===== src/rtl/uoy_regs.svh =====
// Purpose: offsets, field positions, reset values for the OUT endpoint Y-buffer descriptors
// Assumes: byte address = 4 * register index, endpoint slots 8 indexes apart
// Notes:   Summary of operation below
// Summary of operation
// [RL1] Y-buffer start address is field bits 10..3 with three zero low bits.
// [RL2] Firmware writes each endpoint's Y-buffer base before any transfer uses it.
// [RL3] Buffer manager starts every transaction at the base; base never changed by hardware.
// [RL4] Byte count field is plain binary 0..64, 1000000b meaning 64 bytes.
// [RL5] Firmware never writes a count above 64; larger values are undefined.
// [RL6] Handshake flag clear means buffer empty and ready for host OUT data.
// [RL7] Handshake flag set means valid packet held; further host OUT gets NAK.
// [RL8] Size field gives shared X/Y capacity up to 64; bit 7 reserved zero.
// [RL9] On packet stored, length and flag are written together in one cycle.
`ifndef UOY_REGS_SVH
`define UOY_REGS_SVH
`define UOY_OFF_Y_BASE    3'h5
`define UOY_OFF_Y_COUNT   3'h6
`define UOY_OFF_XY_SIZE   3'h7
`define UOY_EP_SLOTS      2'h3
`define UOY_FLAG_BIT      7
`define UOY_BASE_LSBS     3'h0
`define UOY_RST_BASE      8'h00
`define UOY_RST_COUNT     7'h00
`define UOY_RST_SIZE      7'h00
`define UOY_RST_FLAG      1'b0
`endif


===== src/rtl/uoy_pkg.sv =====
// Purpose: shared types for the OUT endpoint Y-buffer descriptor bank
// Assumes: nothing beyond the constants header
// Notes:   register codes follow the order of the printed offsets
package uoy_pkg;
	typedef logic [6:0] uoy_count_type;
	typedef logic [1:0] uoy_slot_type;
	typedef enum logic [1:0] {
		UOY_REG_BASE  = 2'b00,
		UOY_REG_COUNT = 2'b01,
		UOY_REG_SIZE  = 2'b10
	} uoy_reg_type;
endpackage : uoy_pkg


===== src/rtl/uoy_top.sv =====
// Purpose: Y-buffer descriptor registers for OUT endpoints 1..3 with buffer manager port
// Assumes: buffer manager signals are on clk; bus is Avalon-MM with waitrequest
// Notes:   every bus access answers on the second cycle of the request
`include "uoy_regs.svh"
module uoy_top (
	// clock and reset
	input  wire logic              clk,
	input  wire logic              rst_n,
	// avalon-mm slave
	input  wire logic [6:0]        avs_address,
	input  wire logic              avs_read,
	input  wire logic              avs_write,
	input  wire logic [31:0]       avs_writedata,
	input  wire logic [3:0]        avs_byteenable,
	output logic      [31:0]       avs_readdata,
	output logic                   avs_waitrequest,
	// buffer manager request: host OUT token for an endpoint
	input  wire logic              bm_req,
	input  wire logic [1:0]        bm_req_ep,
	output logic                   bm_resp,
	output logic                   bm_nak,
	output logic      [10:0]       bm_start_addr,
	output logic      [6:0]        bm_buf_size,
	// buffer manager completion: packet stored in the Y-buffer
	input  wire logic              bm_done,
	input  wire logic [1:0]        bm_done_ep,
	input  wire uoy_pkg::uoy_count_type bm_done_len
);
	import uoy_pkg::*;

	logic [7:0]    base_q [3];
	logic [7:0]    base_d [3];
	uoy_count_type cnt_q  [3];
	uoy_count_type cnt_d  [3];
	logic          flag_q [3];
	logic          flag_d [3];
	uoy_count_type size_q [3];
	uoy_count_type size_d [3];
	logic          wait_q, wait_d;
	logic [31:0]   rdata_q, rdata_d;
	logic          resp_q, resp_d, nak_q, nak_d;
	logic [10:0]   addr_q, addr_d;
	uoy_count_type bsize_q, bsize_d;

	// returns {hit, slot, register code}
	function automatic logic [4:0] uoy_decode(input logic [6:0] a);
		logic [2:0] off;
		logic       hit;
		off = a[4:2];
		hit = (a[1:0] == 2'h0) && (a[6:5] < `UOY_EP_SLOTS) && (off >= `UOY_OFF_Y_BASE);
		return {hit, a[6:5], 2'(off - `UOY_OFF_Y_BASE)};
	endfunction : uoy_decode

	// endpoints 1..3 map to slots 0..2; endpoint 0 is not served here
	function automatic logic [2:0] uoy_ep_slot(input logic [1:0] ep);
		return {ep != 2'h0, 2'(ep - 2'h1)};
	endfunction : uoy_ep_slot

	logic [4:0]   dec;
	logic [2:0]   req_s, done_s;
	logic         wr_fire, rd_start;

	assign dec      = uoy_decode(avs_address);
	assign req_s    = uoy_ep_slot(bm_req_ep);
	assign done_s   = uoy_ep_slot(bm_done_ep);
	assign wr_fire  = avs_write && !wait_q && avs_byteenable[0] && dec[4];
	assign rd_start = avs_read && wait_q;

	always_comb begin
		wait_d  = !((avs_read || avs_write) && wait_q);
		rdata_d = rdata_q;
		if (rd_start) begin
			rdata_d = 32'h0;
			if (dec[4]) begin
				unique case (uoy_reg_type'(dec[1:0]))
					UOY_REG_BASE:  rdata_d[7:0] = base_q[dec[3:2]];
					UOY_REG_COUNT: rdata_d[7:0] = {flag_q[dec[3:2]], cnt_q[dec[3:2]]};
					// [RL8] reserved bit 7 reads zero
					UOY_REG_SIZE:  rdata_d[7:0] = {1'b0, size_q[dec[3:2]]};
					default:       rdata_d = 32'h0;
				endcase
			end
		end
		for (int i = 0; i < 3; i++) begin
			base_d[i] = base_q[i];
			cnt_d[i]  = cnt_q[i];
			flag_d[i] = flag_q[i];
			size_d[i] = size_q[i];
			if (wr_fire && dec[3:2] == 2'(i)) begin
				unique case (uoy_reg_type'(dec[1:0]))
					UOY_REG_BASE: base_d[i] = avs_writedata[7:0];
					// [RL4] plain binary count, flag in bit 7
					UOY_REG_COUNT: begin
						cnt_d[i]  = avs_writedata[6:0];
						flag_d[i] = avs_writedata[`UOY_FLAG_BIT];
					end
					UOY_REG_SIZE: size_d[i] = avs_writedata[6:0];
					default: ;
				endcase
			end
			// [RL9] length and flag together
			// hardware completion overrides a same-cycle firmware write so no packet is lost
			if (bm_done && done_s[2] && done_s[1:0] == 2'(i)) begin
				cnt_d[i]  = bm_done_len;
				flag_d[i] = 1'b1;
			end
		end
	end

	always_comb begin
		resp_d  = bm_req && req_s[2];
		nak_d   = nak_q;
		addr_d  = addr_q;
		bsize_d = bsize_q;
		if (resp_d) begin
			// [RL6] [RL7] flag decides accept or nak
			nak_d   = flag_q[req_s[1:0]];
			// [RL1] [RL3] start address from base
			addr_d  = {base_q[req_s[1:0]], `UOY_BASE_LSBS};
			// [RL8] shared buffer capacity
			bsize_d = size_q[req_s[1:0]];
		end
	end

	always_ff @(posedge clk or negedge rst_n) begin
		if (!rst_n) begin
			wait_q  <= 1'b1;
			rdata_q <= 32'h0;
			resp_q  <= 1'b0;
			nak_q   <= 1'b0;
			addr_q  <= 11'h000;
			bsize_q <= `UOY_RST_SIZE;
			for (int i = 0; i < 3; i++) begin
				base_q[i] <= `UOY_RST_BASE;
				cnt_q[i]  <= `UOY_RST_COUNT;
				flag_q[i] <= `UOY_RST_FLAG;
				size_q[i] <= `UOY_RST_SIZE;
			end
		end else begin
			wait_q  <= wait_d;
			rdata_q <= rdata_d;
			resp_q  <= resp_d;
			nak_q   <= nak_d;
			addr_q  <= addr_d;
			bsize_q <= bsize_d;
			for (int i = 0; i < 3; i++) begin
				base_q[i] <= base_d[i];
				cnt_q[i]  <= cnt_d[i];
				flag_q[i] <= flag_d[i];
				size_q[i] <= size_d[i];
			end
		end
	end

	assign avs_readdata    = rdata_q;
	assign avs_waitrequest = wait_q;
	assign bm_resp         = resp_q;
	assign bm_nak          = nak_q;
	assign bm_start_addr   = addr_q;
	assign bm_buf_size     = bsize_q;

	// helpers read only by the checks below
	logic [7:0]    req_base, req_flag_w;
	uoy_count_type req_size;
	logic [23:0]   base_flat;
	logic [1:0]    chk_slot_q;
	uoy_count_type chk_len_q;
	logic          done_ok;
	assign req_base   = base_q[req_s[1:0]];
	assign req_size   = size_q[req_s[1:0]];
	assign req_flag_w = {7'h00, flag_q[req_s[1:0]]};
	assign base_flat  = {base_q[2], base_q[1], base_q[0]};
	assign done_ok    = bm_done && done_s[2];
	always_ff @(posedge clk or negedge rst_n) begin
		if (!rst_n) begin
			chk_slot_q <= 2'h0;
			chk_len_q  <= 7'h00;
		end else begin
			chk_slot_q <= done_s[1:0];
			chk_len_q  <= bm_done_len;
		end
	end

	property p_start_addr;
		@(posedge clk) disable iff (!rst_n)
		(bm_req && req_s[2]) |=> (bm_start_addr == {$past(req_base), 3'h0}) && bm_resp;
	endproperty
	a_start_addr: assert property (p_start_addr) else $error("start address not base with zero lsbs"); // [RL1]

	property p_base_kept;
		@(posedge clk) disable iff (!rst_n)
		(done_ok && !wr_fire) |=> $stable(base_flat);
	endproperty
	a_base_kept: assert property (p_base_kept) else $error("base changed by packet completion"); // [RL3]

	property p_count_len;
		@(posedge clk) disable iff (!rst_n)
		done_ok |=> cnt_q[chk_slot_q] == chk_len_q;
	endproperty
	a_count_len: assert property (p_count_len) else $error("count not loaded with packet length"); // [RL4]

	property p_accept;
		@(posedge clk) disable iff (!rst_n)
		(bm_req && req_s[2] && req_flag_w == 8'h00) |=> bm_resp && !bm_nak;
	endproperty
	a_accept: assert property (p_accept) else $error("empty buffer refused host out"); // [RL6]

	property p_nak;
		@(posedge clk) disable iff (!rst_n)
		(bm_req && req_s[2] && req_flag_w != 8'h00) |=> bm_resp && bm_nak;
	endproperty
	a_nak: assert property (p_nak) else $error("full buffer did not nak"); // [RL7]

	property p_size;
		@(posedge clk) disable iff (!rst_n)
		(bm_req && req_s[2]) |=> bm_buf_size == $past(req_size);
	endproperty
	a_size: assert property (p_size) else $error("buffer size mismatch"); // [RL8]

	property p_flag_set;
		@(posedge clk) disable iff (!rst_n)
		done_ok |=> flag_q[chk_slot_q] && (cnt_q[chk_slot_q] == chk_len_q);
	endproperty
	a_flag_set: assert property (p_flag_set) else $error("flag not set with count"); // [RL9]

	property p_wait_one;
		@(posedge clk) disable iff (!rst_n)
		!avs_waitrequest |=> avs_waitrequest;
	endproperty
	a_wait_one: assert property (p_wait_one) else $error("waitrequest low for more than one cycle");
endmodule : uoy_top


===== config.mk =====
export PLATFORM = sky130hd
export DESIGN_NAME = uoy_top
export DESIGN_NICKNAME = d
export VERILOG_FILES = /design/src/rtl/uoy_pkg.sv /design/src/rtl/uoy_top.sv
export VERILOG_INCLUDE_DIRS = /design/src /design/src/rtl
export SDC_FILE = /design/constraint.sdc
export NUM_CORES = 1
export LEC_CHECK = 0
export BUFFER_PORTS_ARGS = -buffer_cell sky130_fd_sc_hd__buf_2
export CORE_MARGIN = 2
export CORE_UTILIZATION = 35
export CTS_CLUSTER_SIZE = 40
export DETAILED_ROUTE_END_ITERATION = 7
export SLEW_MARGIN = 15
export SYNTH_ARGS = -nofsm -noshare
export SYNTH_HDL_FRONTEND = slang
export SYNTH_SLANG_ARGS = --single-unit

===== constraint.sdc =====
create_clock -name clk -period 1.7 [get_ports clk]
set_input_delay 0.085 -clock clk [delete_from_list [all_inputs] [get_ports clk]]
set_output_delay 0.085 -clock clk [all_outputs]
set_load 0.005 [all_outputs]

# After elaboration in Yosys (flattened, before gate mapping)
# Index checks and enable logic that the tools add are counted.
# op_classes
addsub	3
n_lt_le_gt_ge	4
eq_ne	6
mux	37
bitwise_logic	2
reduce_logical	39
# op_table
op	n
$mux W7	13
$bmux W7 S2	3
$mux W8	5
$bmux W8 S2	2
$pmux W8 S3	1
$reduce_and A2 Y1	9
$reduce_bool A2 Y1	8
$logic_and A1 B1 Y1	15
$mux W1	11
$ge A3 B3 Y1 const B	3
$logic_not A2 Y1	4
$eq A2 B1 Y1 const B	3
$eq A2 B2 Y1 const B	3
$not A2 Y3	2
$sub A2 B1 Y2 const B	3
$bmux W1 S2	2
$logic_not A1 Y1	2
$lt A2 B2 Y1 const B	1
$logic_or A1 B1 Y1	1
# word_totals
regBits	119
in_bits	60
out_inout_bits	53
word_cells	109

# Logic depth before layout (Yosys ltp)
# depth
ltp_word	7
mapped_depth	9

# Least setup slack after synthesis
# Ideal clock, no wire load.
# synth_path
path_kind	in2reg
startpoint	input bm_req_ep[0]
endpoint	register bsize_q[3] (netlist: bm_buf_size[3])
t_arrival_ns	1.933
required_time_ns	1.617
setup_slack_ns	-0.315
stages	9
n_path_buf	4
cell_sequence	clkinv_1 > clkbuf_1 > ha_1 > clkbuf_1 > nor2b_1 > clkbuf_1 > clkbuf_1 > a21oi_1 > o21ai_0
# synth_via
elab_chain_cells	5
# synth_rtl
element	line_no	source
start: declaration	uoy_top.sv:19	input wire logic [1:0] bm_req_ep,
$sub A2 B1 Y2	uoy_top.sv:56	return {ep != 2'h0, 2'(ep - 2'h1)};
$not A2 Y3	n/a	
$bmux W7 S2	n/a	
$mux W7 (not written as such) (2 in a row)	uoy_top.sv:121	bsize_d = size_q[req_s[1:0]];
end signal: assignment	uoy_top.sv:132	bsize_q <= `UOY_RST_SIZE;
end signal: assignment	uoy_top.sv:145	bsize_q <= bsize_d;
end: declaration	uoy_top.sv:43	uoy_count_type bsize_q, bsize_d;
# Parallel ways exist; a longest one is shown, timed or not. The select of a mux whose other input is x is not followed.
# A chain may end at the register's enable or synchronous reset.

# Worst setup path after layout
# layout_path
startpoint	register wait_q (netlist: avs_waitrequest)
endpoint	register cnt_q[11] (netlist bit)
# layout_via
elab_chain_cells	7
# layout_rtl
element	line_no	source
start: declaration	uoy_top.sv:39	logic wait_q, wait_d;
start signal: assignment	uoy_top.sv:140	wait_q <= wait_d;
$logic_not A1 Y1	uoy_top.sv:66	assign wr_fire = avs_write && !wait_q && avs_byteenable[0] && dec[4];
$logic_and A1 B1 Y1 (3 in a row)	uoy_top.sv:66	
$logic_and A1 B1 Y1	uoy_top.sv:89	if (wr_fire && dec[3:2] == 2'(i)) begin
$reduce_bool A2 Y1 (no source line)	n/a	
$reduce_and A2 Y1 (no source line)	n/a	
end signal: indexed assignment	uoy_top.sv:135	cnt_q[i] <= `UOY_RST_COUNT;
end signal: indexed assignment	uoy_top.sv:148	cnt_q[i] <= cnt_d[i];
end: declaration	uoy_top.sv:33	uoy_count_type cnt_q [3];
# Every way passes these cells.

==> implementation parameters <==
Parameter                              Value

Outcome
  Status ... complete, no violations

Floorplan
  Overall die width ... 123.2 µm
  Standard-cell row count ... between 40 and 50
  # IOs ... between 100 and 150
  Area of the core ... about 14000 µm²
  Chip Height ... between 100 and 150 µm
  Initial cell density of the core ... 0.3584
  Full die area ... about 15000 µm²

Synth
  Total of flip-flops plus latches after synthesis ... 95
  Leading post-synthesis cells by instance count ... sky130_fd_sc_hd__dfrtp_1 (94), sky130_fd_sc_hd__mux2i_1 (61), sky130_fd_sc_hd__nor2_1 (50)
  Number of unique standard cell types used by synthesis ... 36
  Synth Cell Area ... 4975 µm²
  Synth Warn # ... 0
  Library cell with the highest instance count after synthesis ... sky130_fd_sc_hd__dfrtp_1
  Post-synthesis compound-gate area fraction ... 0.1212
  Post-synth top area share ... 0.4728
  Synthesized area divided by synthesized cell count ... 10.68 µm²
  Dominant cells by area after synthesis ... sky130_fd_sc_hd__dfrtp_1 (47%), sky130_fd_sc_hd__mux2i_1 (12%), sky130_fd_sc_hd__mux2_2 (11%)
  Adder-cell share of the synthesized area ... 0.002515
  Fraction of the yosys area taken by sequential cells ... 0.4781
  Cell type contributing the most total cell area after synthesis ... sky130_fd_sc_hd__dfrtp_1
  Multiplexer share of the synthesized area ... 0.2291
  Dominant synthesized flop cell ... sky130_fd_sc_hd__dfrtp_1
  Gate count of the mapped netlist ... approximately 470
  Main combinational cell family by area after synthesis ... multiplexers
  Count of flip-flops with a built-in enable after synthesis ... 0
  Simple-gate share of the synthesized area ... 0.09759
  Synth Area in XOR/XNOR ... 0
  Share of flip-flops with an asynchronous set or reset after synthesis ... 1.000

Global route
  Remaining Overflow, GRT ... 0
  GR Util All Layers ... 0.1666
  Number of antenna violations at the first check in global routing ... 0
  Wire length of the first global-routing pass ... approximately 19000 µm
  Vias in the first global route ... ~3.6k
  Largest net degree at the start of global routing ... 42

Detailed routing
  Via Count ... approximately 3.7k
  Top routing layer in use ... met4
  Iteration-0 DRC Markers ... 170
  Met3 routed WL ... 587 µm
  Detailed-route vias per instance ... between 5 and 6
  Wire length per cell ... ~16 µm
  M1 WL ... 5616 µm
  Total wirelength of the detailed-routed design ... 11970 µm
  Wire length on met2 ... between 5000 and 6000 µm
  Drc violations ... 0
  Antenna-violating nets left ... 0
  Pre-Repair DR Iteration Count ... 4

Critical path
  Worst stage delay on the critical path ... roughly 0.38 ns
  Startpoint Class ... flip-flop
  Critical Path AT ... 1.82 ns
  Critical path start-end classification ... flip-flop to flip-flop
  Largest delay contributor family on the critical path ... simple AND/OR/NAND/NOR gates
  Data required time of the critical path ... 1.91 ns
  Cell Chain, Critical Path ... nand3b_1 > buf_4 > nor4_4 > buf_12 > mux2i_1 > a21oi_1
  Source of the worst register-to-register timing path ... avs_waitrequest
  Number of logic stages on the critical path including buffering ... 6
  Number of cells traversed by the worst register-to-register path ... 6
  Cell type of the slowest stage on the worst timing path ... sky130_fd_sc_hd__dfstp_2
  Worst Setup SP ... avs_waitrequest
  Capture point of the critical path ... cnt_q[11]
  Combined buffer and inverter count along the critical path ... 2
  Endpoint of the most critical register-to-register path ... cnt_q[11]
  CP max FO ... 8
  Worst reg-to-reg setup slack ... 0.09 ns
  Endpoint type of the worst setup path ... flip-flop

Cells and area
  Synthesis-to-layout area growth ... 18.74%
  Net count, final ... ~600
  Filler cells ... about 1.3k
  Area taken by flip-flops and latches ... ~2400 µm²
  Non-filler instance count after layout ... 727
  Footprint of the multi-input gates ... 2355 µm²
  Ratio of cells with drive above 1 in the final layout ... 0.2907
  Antenna Diode Count ... 0

Power
  Worst VDD drop ... approximately 0.00072 V
  Power per cell area ... 881.1 nW/µm²
  Leakage power of the design ... between 0.002 and 0.003 µW
  Post-layout total power ... between 5000 and 6000 µW

STA
  Slew @ Worst Pin ... approximately 0.59 ns
  Setup Skew ... between 0.005 and 0.006 ns
  Setup repair after global routing missed its margin ... true
  Slew Limit Fails ... 0
  Worst setup slack after layout ... 0.08603 ns
  Final setup violation count ... 0
  Max frequency ... a little over 0.6 GHz
  Shortest clock period the worst path allows after layout ... around 1.6 ns
  Worst max-slew margin expressed relative to the limit ... 0.6034
  Period utilization ... 0.9494
  Final hold violations ... 0

CTS
  Total clock buffers created by CTS ... 9
  Number of clock sinks ... 95
  CTS H-tree depth ... 3
  Clock transition at the registers of the reported paths ... about 0.070 ns
  Clock tree root buffer cell ... sky130_fd_sc_hd__clkbuf_16
  CTS tree ... built
  Maximum root-to-sink buffer count ... 2
  Worst-skew pair later-pin latency ... roughly 0.35 ns

Placed design
  Pre-CTS worst setup slack ... -0.2167 ns
  Number of placed instances with taps included ... around 710
  Global placer's final weighted congestion ... 0.7936
  HPWL after detailed placement ... roughly 8700 µm
  Quantity of I/O buffers inserted on ports ... 58

Min path
  Type of the worst min-delay path ... input pin to flip-flop

Run
  Max cap viols ... 0
-- cell type report --
class                      instances  share of cell area
clock buffer                      11             0.04279
clock inverter                     5            0.009532
inverter                          11            0.006990
multi-input combinational        334              0.3986
sequential                        95              0.4027
tap                              180             0.03813
timing repair buffer              91              0.1012
-- power breakdown --
| part | switching [µW] | total (µW) | internal (µW) |
|---|---|---|---|
| combinational | 369 | 630 | 261 |
| sequential | 78.3 | 2480 | 2400 |
| clock | 881 | 2100 | 1220 |
-- routing by layer --
| layer | global-route usage | up-vias |
|---|---|---|
| li1 | - | 1752 |
| met1 | 0.2232 | 1795 |
| met2 | 0.2668 | 95 |
| met3 | 0.04428 | 12 |
| met4 | 0.04545 | 0 |
| met5 | 0 | - |
-- state kept, by name, indices dropped and copies added (netlist names) --
name / flops
base_flat: 24
cnt_q: 21
size_q: 21
avs_readdata: 8
bm_start_addr: 8
bm_buf_size: 7
flag_q: 3
avs_waitrequest: 1
bm_nak: 1
bm_resp: 1
-- per-stage QoR --
step,setup TNS (ns),hold slack [ns],cell area (µm²),utilization
2_1_floorplan,0,-0.2106,5082,-
3_3_place_gp,-0.3532,0.1068,5554,0.4001
3_5_place_dp,-2.412,0.1116,5554,0.4001
4_1_cts,0,0.004483,5893,0.4246
5_1_grt,-0.04171,0.01444,5907,0.4255
6_report,0,0.01125,5907,0.4255
-- cells in the final DEF (no fill, tap or decap), types with 2 or more instances in the layout --
cell type                        n
sky130_fd_sc_hd__nor4_4          2
sky130_fd_sc_hd__mux2i_1        61
sky130_fd_sc_hd__o21ai_0        17
sky130_fd_sc_hd__buf_2          57
sky130_fd_sc_hd__nor3_2          2
sky130_fd_sc_hd__dlygate4sd3_1   3
sky130_fd_sc_hd__o211ai_1       14
sky130_fd_sc_hd__nand3b_1        3
sky130_fd_sc_hd__a21oi_1        46
sky130_fd_sc_hd__o221ai_1        7
sky130_fd_sc_hd__clkbuf_8        2
sky130_fd_sc_hd__o2bb2ai_1       7
sky130_fd_sc_hd__nand2b_1        6
sky130_fd_sc_hd__inv_1          10
sky130_fd_sc_hd__buf_12          4
sky130_fd_sc_hd__clkbuf_16       9
sky130_fd_sc_hd__conb_1         27
sky130_fd_sc_hd__nor2_1         50
sky130_fd_sc_hd__nand2_1        27
sky130_fd_sc_hd__clkinv_2        2
sky130_fd_sc_hd__nand3_1         3
sky130_fd_sc_hd__dfrtp_1        94
sky130_fd_sc_hd__buf_4          27
sky130_fd_sc_hd__nor2b_1         2
sky130_fd_sc_hd__mux2_2         46
-- cells by family after synthesis --
family | Yosys count
compound gates | 97
fa+ha+maj | 1
buf+inv | 63
flops | 95
mux | 108
other cells | 1
simple gates | 101
-- worst register-to-register path: stages (launching register included) --
cell                       delay [ns]
sky130_fd_sc_hd__dfstp_2         0.38
sky130_fd_sc_hd__nand3b_1        0.25
sky130_fd_sc_hd__buf_4           0.20
sky130_fd_sc_hd__nor4_4          0.19
sky130_fd_sc_hd__buf_12          0.18
sky130_fd_sc_hd__mux2i_1         0.19
sky130_fd_sc_hd__a21oi_1         0.08
-- worst min path at each step --
stage,end,cells after the start,startpoint
floorplan,avs_readdata[0],0,rst_n
global placement,size_q[5],1,rst_n
detailed placement,size_q[18],1,rst_n
CTS,cnt_q[0],3,bm_done_len[0]
global route,cnt_q[0],3,bm_done_len[0]
finish,cnt_q[5],3,bm_done_len[5]
-- timing repair --
action                                 4_1_cts  5_1_grt
gates resized for setup                      0        2
setup buffers                                0        1
endpoints found under the hold margin       37        0
hold buffers                                 3        0
setup endpoints to repair                    0       15
(Power assumes the default switching activity.)
